[config.mk]
export PLATFORM = sky130hd
export DESIGN_NAME = iss_top
export DESIGN_NICKNAME = d
export VERILOG_FILES = /design/src/include/iss_pkg.sv /design/src/hw/iss_top.sv
export VERILOG_INCLUDE_DIRS = /design/src /design/src/include
export SDC_FILE = /design/constraint.sdc
export NUM_CORES = 1
export LEC_CHECK = 0
export BUFFER_PORTS_ARGS = -buffer_cell sky130_fd_sc_hd__buf_2
export CELL_PAD_IN_SITES_DETAIL_PLACEMENT = 0
export CELL_PAD_IN_SITES_GLOBAL_PLACEMENT = 1
export CORE_ASPECT_RATIO = 1.25
export CORE_MARGIN = 1.5
export CORE_UTILIZATION = 47
export CTS_CLUSTER_DIAMETER = 40
export DETAILED_ROUTE_END_ITERATION = 16
export PLACE_DENSITY = 0.85
export SYNTH_ARGS = -nofsm -noshare
export SYNTH_HDL_FRONTEND = slang
export SYNTH_SLANG_ARGS = --single-unit
[constraint.sdc]
create_clock -name clock -period 7.8 [get_ports clock]
set_clock_uncertainty 0.05 [all_clocks]
set_input_delay 1.56 -clock clock [delete_from_list [all_inputs] [get_ports clock]]
set_output_delay 1.56 -clock clock [all_outputs]
set_load 0.05 [all_outputs]
[src/include/iss_defines.svh]
// Purpose: constants of the I/O stage supervisor
// Assumes: 200 MHz clock, 16 stages in four groups of four
// Notes:   filter counts are clock-enabled samples
`ifndef ISS_DEFINES_SVH
`define ISS_DEFINES_SVH

`define ISS_STAGES     16
`define ISS_GROUPS     4
`define ISS_GRP_SIZE   4
`define ISS_ADC_BITS   10
`define ISS_ADC_CH_W   5
// debounce thresholds per filter option
`define ISS_FLT_THR0   4'h0
`define ISS_FLT_THR1   4'h3
`define ISS_FLT_THR2   4'h7
`define ISS_FLT_THR3   4'hf
// supervision event indices
`define ISS_SUP_TWARN  2'h0
`define ISS_SUP_VBUV   2'h1
`define ISS_SUP_GND    2'h2
`define ISS_SUP_TSHUT  2'h3
`define ISS_FIFO_DEPTH 8

`endif

[src/include/iss_pkg.sv]
// Purpose: types of the I/O stage supervisor
// Assumes: nothing
// Notes:   event code is {type, index}
package iss_pkg;
	typedef enum logic [1:0] {
		ISS_EV_NONE,
		ISS_EV_CHANGE,
		ISS_EV_OVERCUR,
		ISS_EV_SUPERV
	} iss_ev_t;
	typedef logic [5:0] iss_code_t;
endpackage

[src/hw/iss_top.sv]
// Purpose: control and supervision of a 16-stage bidirectional driver device
// Assumes: all inputs synchronous to clock; host interface decoded elsewhere
// Notes:   interrupt events queue in a small pipeline drained by evt_ack
// Operation
// - direction chosen per group of four stages, shared by the group
// - debounce of pin levels and overcurrent, filter option per group
// - strap level picks parallel port or four-wire serial host interface
// - per-output flash enable gates the output with the common flash rhythm
// - inactive output-inhibit input turns every driver off at once
// - thermal warning raises interrupt; further rise forces outputs off
// - short circuit raises interrupt and stays readable as status
// - every interrupt source has an enable; status shows which events occurred
// - events queue in a pipeline so later events are kept, depth allowing
// - pin comparator level is readable always, whatever the direction
// - measurements reach the host as 10-bit conversion results
// - supply undervoltage or dropout resets all state and turns outputs off
// - driver supply undervoltage of a group turns that group's outputs off, registers kept
// - supplies and ground connection are supervised and faults reported
`timescale 1ns/1ps
`include "iss_defines.svh"
`default_nettype none

module iss_top #(
	parameter int DEPTH = `ISS_FIFO_DEPTH
) (
	input  wire logic                       clock,
	input  wire logic                       rst,
	input  wire logic                       clk_en,
	input  wire logic                       ext_reset_n,
	input  wire logic                       analog_uv,
	input  wire logic                       logic_dropout,
	input  wire logic                       serial_parallel_select,
	input  wire logic [`ISS_GROUPS-1:0]     dir_out,
	input  wire logic [2*`ISS_GROUPS-1:0]   pin_filter_sel,
	input  wire logic [2*`ISS_GROUPS-1:0]   oc_filter_sel,
	input  wire logic [`ISS_STAGES-1:0]     out_set,
	input  wire logic [`ISS_STAGES-1:0]     flash_en,
	input  wire logic                       flash_rate_in,
	input  wire logic                       output_inhibit_in,
	input  wire logic [`ISS_STAGES-1:0]     pin_level,
	input  wire logic [`ISS_STAGES-1:0]     overcurrent,
	input  wire logic [`ISS_STAGES-1:0]     temp_warn,
	input  wire logic [`ISS_STAGES-1:0]     temp_shut,
	input  wire logic [`ISS_GROUPS-1:0]     driver_supply_uv,
	input  wire logic                       ground_fault,
	input  wire logic [`ISS_STAGES-1:0]     change_ien,
	input  wire logic [`ISS_STAGES-1:0]     oc_ien,
	input  wire logic [3:0]                 superv_ien,
	input  wire logic                       evt_ack,
	input  wire logic                       adc_strobe,
	input  wire logic [`ISS_ADC_CH_W-1:0]   adc_chan_in,
	input  wire logic [`ISS_ADC_BITS-1:0]   adc_result_in,
	output logic                            host_if_serial,
	output logic [`ISS_STAGES-1:0]          drv_on,
	output logic [`ISS_STAGES-1:0]          pin_raw,
	output logic [`ISS_STAGES-1:0]          pin_state,
	output logic [`ISS_STAGES-1:0]          oc_status,
	output logic [3:0]                      superv_status,
	output logic                            irq_n,
	output logic                            evt_valid,
	output logic [5:0]                      evt_code,
	output logic                            adc_valid,
	output logic [`ISS_ADC_CH_W-1:0]        adc_chan,
	output logic [`ISS_ADC_BITS-1:0]        adc_data
);
	localparam int AW = (DEPTH > 1) ? $clog2(DEPTH) : 1;

	// pointer wrap relies on a power-of-two depth
	if (DEPTH < 2 || (1 << AW) != DEPTH) begin : g_depth_chk
		$error("iss_top: DEPTH must be a power of two of at least 2");
	end

	// ------------------------------------------------------------
	// state
	// ------------------------------------------------------------
	typedef struct packed {
		logic                         strap_done;
		logic                         host_serial;
		logic [`ISS_STAGES-1:0]       pin_raw;
		logic [`ISS_STAGES-1:0]       pin_flt;
		logic [`ISS_STAGES-1:0][3:0]  pin_cnt;
		logic [`ISS_STAGES-1:0]       oc_flt;
		logic [`ISS_STAGES-1:0][3:0]  oc_cnt;
		logic [3:0]                   sup_prev;
		logic [`ISS_STAGES-1:0]       chg_pend;
		logic [`ISS_STAGES-1:0]       oc_pend;
		logic [3:0]                   sup_pend;
		logic [DEPTH-1:0][5:0]        mem;
		logic [AW:0]                  wr;
		logic [AW:0]                  rd;
		logic [`ISS_STAGES-1:0]       drv;
		logic                         irq_n;
		logic                         ev_valid;
		logic [5:0]                   ev_code;
		logic                         adc_valid;
		logic [`ISS_ADC_CH_W-1:0]     adc_chan;
		logic [`ISS_ADC_BITS-1:0]     adc_data;
	} iss_state_t;

	iss_state_t state_reg;
	iss_state_t state_next;

	// ------------------------------------------------------------
	// helpers
	// ------------------------------------------------------------
	function automatic logic [3:0] flt_thr(input logic [1:0] sel);
		case (sel)
			2'h0: flt_thr = `ISS_FLT_THR0;
			2'h1: flt_thr = `ISS_FLT_THR1;
			2'h2: flt_thr = `ISS_FLT_THR2;
			default: flt_thr = `ISS_FLT_THR3;
		endcase
	endfunction

	// returns {filtered value, count}
	function automatic logic [4:0] debounce(input logic raw, input logic cur,
			input logic [3:0] cnt, input logic [3:0] thr);
		if (raw == cur)
			debounce = {cur, 4'h0};
		else if (cnt >= thr)
			debounce = {raw, 4'h0};
		else
			debounce = {cur, cnt + 4'h1};
	endfunction

	// lowest set bit index, valid flag in bit 4
	function automatic logic [4:0] first_set(input logic [15:0] v);
		first_set = 5'h00;
		for (int i = 15; i >= 0; i--) begin
			if (v[i])
				first_set = {1'b1, 4'(i)};
		end
	endfunction

	// ------------------------------------------------------------
	// next-state logic
	// ------------------------------------------------------------
	logic        sreset;
	logic [3:0]  sup_now;
	logic [4:0]  pick;
	logic        fifo_full;
	logic        push;
	logic        pop;
	logic [5:0]  push_code;
	logic [15:0] chg_ev;
	logic [15:0] oc_ev;
	logic [3:0]  sup_ev;
	logic [15:0] out_grp;
	logic [15:0] uv_grp;
	logic [4:0]  tmp;

	assign sreset = !ext_reset_n || analog_uv || logic_dropout;

	always_comb begin
		state_next = state_reg;
		tmp = 5'h00;
		// strap caught once after reset release
		if (!state_reg.strap_done) begin
			state_next.strap_done  = 1'b1;
			state_next.host_serial = !serial_parallel_select;
		end
		// comparator level kept regardless of direction
		state_next.pin_raw = pin_level;
		for (int i = 0; i < 16; i++) begin
			tmp = debounce(pin_level[i], state_reg.pin_flt[i], state_reg.pin_cnt[i],
				flt_thr(pin_filter_sel[2*(i/4) +: 2]));
			state_next.pin_flt[i] = tmp[4];
			state_next.pin_cnt[i] = tmp[3:0];
			tmp = debounce(overcurrent[i], state_reg.oc_flt[i], state_reg.oc_cnt[i],
				flt_thr(oc_filter_sel[2*(i/4) +: 2]));
			state_next.oc_flt[i] = tmp[4];
			state_next.oc_cnt[i] = tmp[3:0];
			out_grp[i] = dir_out[i/4];
			uv_grp[i]  = driver_supply_uv[i/4];
		end
		// supervision levels
		sup_now = {|temp_shut, ground_fault, |driver_supply_uv, |temp_warn};
		state_next.sup_prev = sup_now;
		// enabled events: pin change on either edge, overcurrent and supervision on rise
		chg_ev = (state_next.pin_flt ^ state_reg.pin_flt) & ~out_grp & change_ien;
		oc_ev  = state_next.oc_flt & ~state_reg.oc_flt & oc_ien;
		sup_ev = sup_now & ~state_reg.sup_prev & superv_ien;
		// one pending event moves into the pipeline per cycle
		fifo_full = (state_reg.wr - state_reg.rd) == (AW+1)'(DEPTH);
		pop  = evt_ack && state_reg.ev_valid;
		push = 1'b0;
		push_code = 6'h00;
		pick = first_set({12'h000, state_reg.sup_pend});
		if (pick[4]) begin
			push_code = {iss_pkg::ISS_EV_SUPERV, pick[3:0]};
		end else begin
			pick = first_set(state_reg.oc_pend);
			if (pick[4]) begin
				push_code = {iss_pkg::ISS_EV_OVERCUR, pick[3:0]};
			end else begin
				pick = first_set(state_reg.chg_pend);
				if (pick[4])
					push_code = {iss_pkg::ISS_EV_CHANGE, pick[3:0]};
			end
		end
		push = pick[4] && !fifo_full;
		// pending bits: new event wins over the clear of a moved one
		state_next.sup_pend = state_reg.sup_pend | sup_ev;
		state_next.oc_pend  = state_reg.oc_pend | oc_ev;
		state_next.chg_pend = state_reg.chg_pend | chg_ev;
		if (push) begin
			case (iss_pkg::iss_ev_t'(push_code[5:4]))
				iss_pkg::ISS_EV_SUPERV:  state_next.sup_pend[pick[1:0]] = sup_ev[pick[1:0]];
				iss_pkg::ISS_EV_OVERCUR: state_next.oc_pend[pick[3:0]]  = oc_ev[pick[3:0]];
				iss_pkg::ISS_EV_CHANGE:  state_next.chg_pend[pick[3:0]] = chg_ev[pick[3:0]];
				default:        state_next.chg_pend = state_next.chg_pend;
			endcase
			state_next.mem[state_reg.wr[AW-1:0]] = push_code;
			state_next.wr = state_reg.wr + (AW+1)'(1);
		end
		if (pop)
			state_next.rd = state_reg.rd + (AW+1)'(1);
		state_next.ev_valid = state_next.wr != state_next.rd;
		state_next.ev_code  = state_next.mem[state_next.rd[AW-1:0]];
		state_next.irq_n    = !state_next.ev_valid;
		// driver gating: flash, direction, inhibit, thermal, supply
		state_next.drv = out_set & (~flash_en | {16{flash_rate_in}}) & out_grp;
		state_next.drv = state_next.drv & ~uv_grp;
		if (!output_inhibit_in || (|temp_shut))
			state_next.drv = 16'h0000;
		// conversion results
		state_next.adc_valid = adc_strobe;
		if (adc_strobe) begin
			state_next.adc_chan = adc_chan_in;
			state_next.adc_data = adc_result_in;
		end
		if (sreset)
			state_next = '{irq_n: 1'b1, default: '0};
	end

	// ------------------------------------------------------------
	// registers
	// ------------------------------------------------------------
	always_ff @(posedge clock) begin
		if (rst)
			state_reg <= '{irq_n: 1'b1, default: '0};
		else if (clk_en)
			state_reg <= state_next;
	end

	// outputs straight from flops
	assign host_if_serial = state_reg.host_serial;
	assign drv_on         = state_reg.drv;
	assign pin_raw        = state_reg.pin_raw;
	assign pin_state      = state_reg.pin_flt;
	assign oc_status      = state_reg.oc_flt;
	assign superv_status  = state_reg.sup_prev;
	assign irq_n          = state_reg.irq_n;
	assign evt_valid      = state_reg.ev_valid;
	assign evt_code       = state_reg.ev_code;
	assign adc_valid      = state_reg.adc_valid;
	assign adc_chan       = state_reg.adc_chan;
	assign adc_data       = state_reg.adc_data;
endmodule

`default_nettype wire

==> results of run 1 <==
[final timing paths]
check,start,end,slack (ns),cells past startpoint
worst max-delay path,clk_en,state_reg[52],3.47,6
worst min-delay path,pin_raw[10],pin_raw[10],0.41,2
worst max register to register,state_reg[45],evt_code[2],3.51,10
worst min register to register,pin_raw[10],pin_raw[10],0.41,2
[metrics by stage]
stage,worst slack [ns],instances,util [%]
final,3.47,3198,54.4
after CTS,3.54,3195,54.4
after detailed placement,3.01,3103,50.1
after floorplan,3.59,2466,-
after global placement,3.09,3103,50.1
after global routing,3.18,3198,54.4
[area by class of cell]
class	count	area share (%)
Clock buffer	58	5.94
Inverter	94	1.60
Timing Repair Buffer	296	6.95
Antenna cell	3	0.0337
Multi-Input combinational cell	1847	52.2
Sequential cell	314	28.3
Tap cell	552	3.10
Clock inverter	34	1.92
[kinds of logic after synthesis]
family,Yosys count
AND/OR/NAND/NOR,954
AO/OA/AOI/OAI,660
flip-flops,314
multiplexers,22
adder cells (fa/ha/maj),165
XOR/XNOR,46
buffers and inverters,305
[metal layers]
| metal | GRT usage, % | up-vias |
|---|---|---|
| met5 | 0 | - |
| met3 | 4.10 | 140 |
| met1 | 31.5 | 8670 |
| li1 | - | 8997 |
| met4 | 9.43 | 2 |
| met2 | 47.0 | 627 |
[worst reg2reg max path: cells and delay by family (launching register included)]
| kind | cells | cell delay, ns |
|---|---|---|
| AND/OR/NAND/NOR | 6 | 2.57 |
| adder cells (fa/ha/maj) | 1 | 0.34 |
| flip-flops | 1 | 0.61 |
| AO/OA/AOI/OAI | 3 | 0.64 |
[power groups by stage]
stage / sequential, mW / clock, mW / combinational, mW
2_1_floorplan: 1.65 / 0 / 0.197
3_3_place_gp: 1.65 / 0 / 0.313
3_5_place_dp: 1.65 / 0 / 0.320
4_1_cts: 1.62 / 2.37 / 0.322
5_1_grt: 1.62 / 2.43 / 0.356
6_report: 1.62 / 2.33 / 0.322
[cell usage in the layout, fill, tap and decap left out, types with 11 or more instances in the layout]
cell	count
a32oi_1	50
buf_2	273
a21oi_1	226
a22oi_1	82
inv_1	92
xnor2_1	27
nand2_1	188
a31oi_1	22
nor3_1	46
nor4_1	13
o21ai_0	129
nor4bb_1	11
ha_1	165
or3_1	24
clkbuf_16	51
nor2_1	425
mux2i_1	15
nand3_1	30
and3_1	42
nor3b_1	43
xor2_1	17
nand2b_1	51
dfxtp_1	314
or2_2	12
a21o_1	35
buf_4	22
==> flow_summary_export.csv, run 1 <==
group,metric,value,unit
drt,top_layer,"met5",
placement,port_buffers,275,
drt,wl_met2,28.2,mm
drt,routed_via_density,5.76,
synthesis,netlist_instances,2466,
synthesis,synth_top_area_share,32.4,%
clock_tree,ctsResizeCount,0,
global_routing,grt_antenna_before_repair,4,
placement,placed_cell_area,20500,um^2
synthesis,synthAdderAreaFrac,10.6,%
die,core.rowCount,83,
critical_path,critPathBufInv,2,
synthesis,synth.largest_area_cell,"dfxtp_1",
clock_tree,cts_sinks,314,
synthesis,synthSimpleGateAreaFrac,23.8,%
synthesis,synth_top_family_by_area,"simple AND/OR/NAND/NOR gates",
critical_path,crit_family,"buffers and inverters",
synthesis,syn-cell-area,19400,um^2
critical_path,worstSetupStartpointType,"primary input",
synthesis,synthTopCellsByArea,"dfxtp_1 32%, ha_1 11%, nor2_1 8.2%",
drt,num_vias,18400,
synthesis,synthMuxAreaShare,1.18,%
clock_tree,ctsHoldBuffers,0,
power_and_ir_drop,combPwrFrac,7.6,%
die,die_area,42500,um^2
die,fp.dieW,185,um
synthesis,yosysMostFrequentCell,"nor2_1",
layout,multi_input_area,11600,um^2
drt,wl_met3,3.29,mm
sta,period_needed,4.33,ns
sta,hold_ws,0.408,ns
synthesis,avgSynthCellArea,7.86,um^2
power_and_ir_drop,p_clk_share,54.6,%
die,core_area,40900,um^2
synthesis,synth.yosys.seq_area_share,32.4,%
critical_path,slowest_stage,"nand2_2",
clock_tree,post_cts_buffers,0,
clock_tree,cts_made_buffers,50,
drt,route.detailed.drc,0,
run,drv_cap,0,
die,io-pin-count,276,
critical_path,cp_max_fo,94,
synthesis,synth_common_cells,"425 x nor2_1, 314 x dfxtp_1, 226 x a21oi_1",
placement,dp_hpwl,40.3,mm
clock_tree,path_clk_slew,0.06,ns
layout,seq_area,6290,um^2
power_and_ir_drop,p_sw_share,25.4,%
sta,fin_tns_setup,0,ns
clock_tree,root_buffer,"clkbuf_16",
clock_tree,clock_latency,0.57,ns
sta,setup_viol,0,
sta,maxSlewHeadroom,19.1,%
layout,largest_reg_flops,221,
layout,drive_gt1_share,16.7,%
synthesis,synth_edf_count,0,
sta,worstMarginPinSlew,1.18,ns
global_routing,grt_max_degree,99,
synthesis,ys_async_sr_fraction,0,%
sta,slew_violations,0,
power_and_ir_drop,seqPwrFrac,37.9,%
drt,first_pass_iters,5,
synthesis,yosys_warnings,0,
clock_tree,cts_tree,"done",
global_routing,grt_pass1_wl,90.6,mm
outcome,outcome,"complete, no violations",
drt,drt_iter0_drc,1272,
global_routing,grt_usage,26.3,%
die,die_h,230,um
global_routing,grt_pass1_vias,17700,
synthesis,yosys.area_share.xor_xnor,2.08,%
power_and_ir_drop,p_switching,1.08,mW
sta,rsz0062_at_grt,"no",
clock_tree,htree_levels,2,
critical_path,worstSetupPathType,"primary input to register",
synthesis,synth-compound-area-share,22.0,%
synthesis,synth-main-ff-cell,"dfxtp_1",
critical_path,required,8.26,ns
placement,place_congestion,0.884,
sta,final_hold_viol_count,0,
synthesis,ys_types,96,
global_routing,grt_remaining_overflow,0,
layout,nets,2951,
critical_path,cp_data_arrival_time,4.79,ns
synthesis,ys_ff_latch,314,
power_and_ir_drop,p_int,3.18,mW
hold_path,hold_path_class,"register to register",
critical_path,max_stage_delay,0.83,ns
sta,period_share,55.5,%
clock_tree,clk_path_buf_depth,3,
die,start_util,47.4,%
sta,max_freq,0.231,GHz
drt,routed_wl,57.1,mm
layout,areaGrowthSynthToFinish,14.7,%
drt,wl_per_cell,17.9,um
power_and_ir_drop,totalPowerFinal,4.27,mW
layout,fillers,4000,
critical_path,cp-end-kind,"register",
layout,stdcell_area,22200,um^2
critical_path,path_common_cell,"buf_4",
synthesis,syn-num-nets,2814,
power_and_ir_drop,vdd_ir_drop_max,0.000171,V
power_and_ir_drop,power.density,192,nW/um^2
power_and_ir_drop,power.leakage,9.90,nW
drt,wl_met1,23.8,mm
drt,drtAntennaViolNets,0,
critical_path,path_cells,"buf_4 -> nand2_2 -> buf_4 -> o21ai_0 -> a22oi_1 -> nor2_1",
Power figures use the tool's default switching activity.
==> run 2: changes to the inputs <==
--- a/config.mk
+++ b/config.mk
@@ -11,10 +11,10 @@
 export CELL_PAD_IN_SITES_GLOBAL_PLACEMENT = 1
 export CORE_ASPECT_RATIO = 1.25
 export CORE_MARGIN = 1.5
-export CORE_UTILIZATION = 47
+export CORE_UTILIZATION = 43
 export CTS_CLUSTER_DIAMETER = 40
 export DETAILED_ROUTE_END_ITERATION = 16
-export PLACE_DENSITY = 0.85
+export PLACE_DENSITY = 0.79
 export SYNTH_ARGS = -nofsm -noshare
 export SYNTH_HDL_FRONTEND = slang
 export SYNTH_SLANG_ARGS = --single-unit
==> constraint.sdc (replaced) <==
create_clock -name clock -period 4.2 [get_ports clock]
set_clock_uncertainty 0.05 [all_clocks]
set_input_delay 0.84 -clock clock [delete_from_list [all_inputs] [get_ports clock]]
set_output_delay 0.84 -clock clock [all_outputs]
set_load 0.05 [all_outputs]
==> run 2 against run 1 <==
Compared with the run above:
- combinational power rose by 89%
- first-iteration DRC count decreased by 7.2%
- clock power is 85% higher
- highest routed layer unchanged
- critical path type is now register to register
- register-to-register slack got worse by 2.9 ns
- worst setup slack got worse by 2.8 ns
==> flow_summary_export.csv, run 2 (synthesis gave the netlist of run 1 again) <==
group,metric,value,unit
outcome,outcome,"complete, no violations",
layout,drive_gt1_share,17.5,%
drt,drtAntennaViolNets,0,
layout,mostFrequentLayoutCells,"425 x nor2_1, 314 x dfxtp_1, 273 x buf_2, 226 x a21oi_1, 188 x nand2_1",
hold_path,hold_path_class,"register to register",
power_and_ir_drop,power.leakage,10.1,nW
critical_path,cp_max_fo,10,
layout,final_common_cell,"nor2_1",
placement,placed_cell_area,20700,um^2
global_routing,grt_antenna_before_repair,2,
clock_tree,cts_made_buffers,49,
sta,maxSlewHeadroom,24.5,%
layout,nets,2974,
clock_tree,cts_sinks,314,
die,core_area,44300,um^2
global_routing,grt_pass1_wl,93.0,mm
sta,fin_tns_setup,0,ns
clock_tree,cts_tree,"done",
layout,multi_input_area,11600,um^2
sta,max_freq,0.280,GHz
die,core.rowCount,86,
power_and_ir_drop,power.density,352,nW/um^2
drt,routed_via_density,5.68,
sta,period_needed,3.57,ns
drt,first_pass_iters,5,
layout,post-route-util,50.7,%
critical_path,worstSetupPathType,"register to register",
die,die_h,240,um
global_routing,busiest_layer,"met2",
drt,num_vias,18400,
clock_tree,ctsResizeCount,0,
drt,routed_wl,59.3,mm
critical_path,slowest_stage,"or3_1",
clock_tree,path_clk_slew,0.05,ns
global_routing,grt_util_met1,30.6,%
critical_path,cp-end-kind,"register",
global_routing,grt_max_degree,127,
sta,period_share,85.0,%
critical_path,worstSetupStartpointType,"register",
run,drv_cap,0,
drt,route.detailed.drc,0,
clock_tree,clk_path_buf_depth,3,
global_routing,met3_usage,4.34,%
critical_path,cp_data_arrival_time,3.98,ns
clock_tree,clock_latency,0.59,ns
layout,seq_area,6290,um^2
clock_tree,ctsHoldBuffers,0,
layout,fillers,4304,
sta,rsz0062_at_grt,"no",
clock_tree,root_buffer,"clkbuf_16",
die,die_area,46400,um^2
clock_tree,post_cts_buffers,0,
die,start_util,43.7,%
sta,slew_violations,0,
drt,wl_per_cell,18.3,um
global_routing,grt_remaining_overflow,0,
placement,port_buffers,275,
sta,final_hold_viol_count,0,
clock_tree,htree_levels,2,
global_routing,gr-usage-met2,44.8,%
drt,drt_iter0_drc,1181,
global_routing,grt_pass1_vias,17600,
layout,stdcell_area,22500,um^2
critical_path,required,4.61,ns
sta,worstMarginPinSlew,1.13,ns
global_routing,grt_usage,25.2,%
power_and_ir_drop,vdd_ir_drop_max,0.000348,V
die,io-pin-count,276,
critical_path,path_common_cell,"a21oi_2",
placement,dp_hpwl,42.3,mm
layout,areaGrowthSynthToFinish,15.9,%
critical_path,path_cells,"nor4_4 -> nand4_4 -> o211ai_2 -> a21oi_2 -> or3_1 -> nor2_4 -> a21oi_2 -> o311ai_4 -> a21oi_4 -> o41a_1",
die,fp.dieW,193,um
layout,largest_reg_flops,221,
critical_path,max_stage_delay,0.61,ns
sta,setup_viol,0,
placement,place_congestion,0.902,
[run 2: changes by cell type in the layout (fill, tap and decap cells not counted), sizes merged]
cell	before	now
buf	295	319
clkinv	10	15
clkinvlp	8	3
inv	103	99
clkbuf	59	60
diode	3	1
[run 2: layout make-up]
class / count / area share (%)
diodes: 1 / 0.0111
clock inverters: 30 / 1.66
flip-flops and latches: 314 / 28.0
repair buffers: 320 / 7.90
inverters: 94 / 1.58
clock buffers: 59 / 6.03
multi-input cells: 1847 / 51.7
well taps: 572 / 3.18
[run 2: critical path: cells and delay by family, from the launching register on]
| kind | cells | cell delay [ns] |
|---|---|---|
| AO/OA/AOI/OAI | 6 | 1.27 |
| flip-flops | 1 | 0.36 |
| AND/OR/NAND/NOR | 4 | 1.75 |
[run 2: worst paths after layout]
kind                                     start              to  slack [ns]  cells after the start
worst min register to register     pin_raw[14]     pin_raw[14]        0.41                      2
worst max register to register  state_reg[112]  state_reg[131]        0.63                     10
worst max-delay path            state_reg[112]  state_reg[131]        0.63                     10
worst min-delay path               pin_raw[14]     pin_raw[14]        0.41                      2
[run 2: power breakdown]
| group | total, mW | leakage [nW] | internal [mW] | switching, mW |
|---|---|---|---|---|
| Sequential | 3.00 | 2.53 | 2.99 | 0.0100 |
| Combinational | 0.610 | 6.67 | 0.210 | 0.400 |
| Clock | 4.30 | 0.851 | 2.74 | 1.56 |
| Total | 7.91 | 10.1 | 5.94 | 1.97 |
[run 2: per-stage QoR]
step / power, mW / std cells / worst slack [ns] / hold WS (ns)
floorplan: 3.43 / 2466 / 0.707 / 0.391
global placement: 3.66 / 3147 / 0.247 / 0.397
detailed placement: 3.67 / 3147 / 0.242 / 0.400
CTS: 7.99 / 3236 / 0.668 / 0.411
global route: 8.18 / 3236 / 0.447 / 0.422
finish: 7.91 / 3237 / 0.631 / 0.409
[run 2: metal layers]
metal	routed length [um]	vias to the layer above
met5	12	-
met3	3450	105
met2	29500	533
met1	24900	8714
met4	1470	2
li1	-	9036
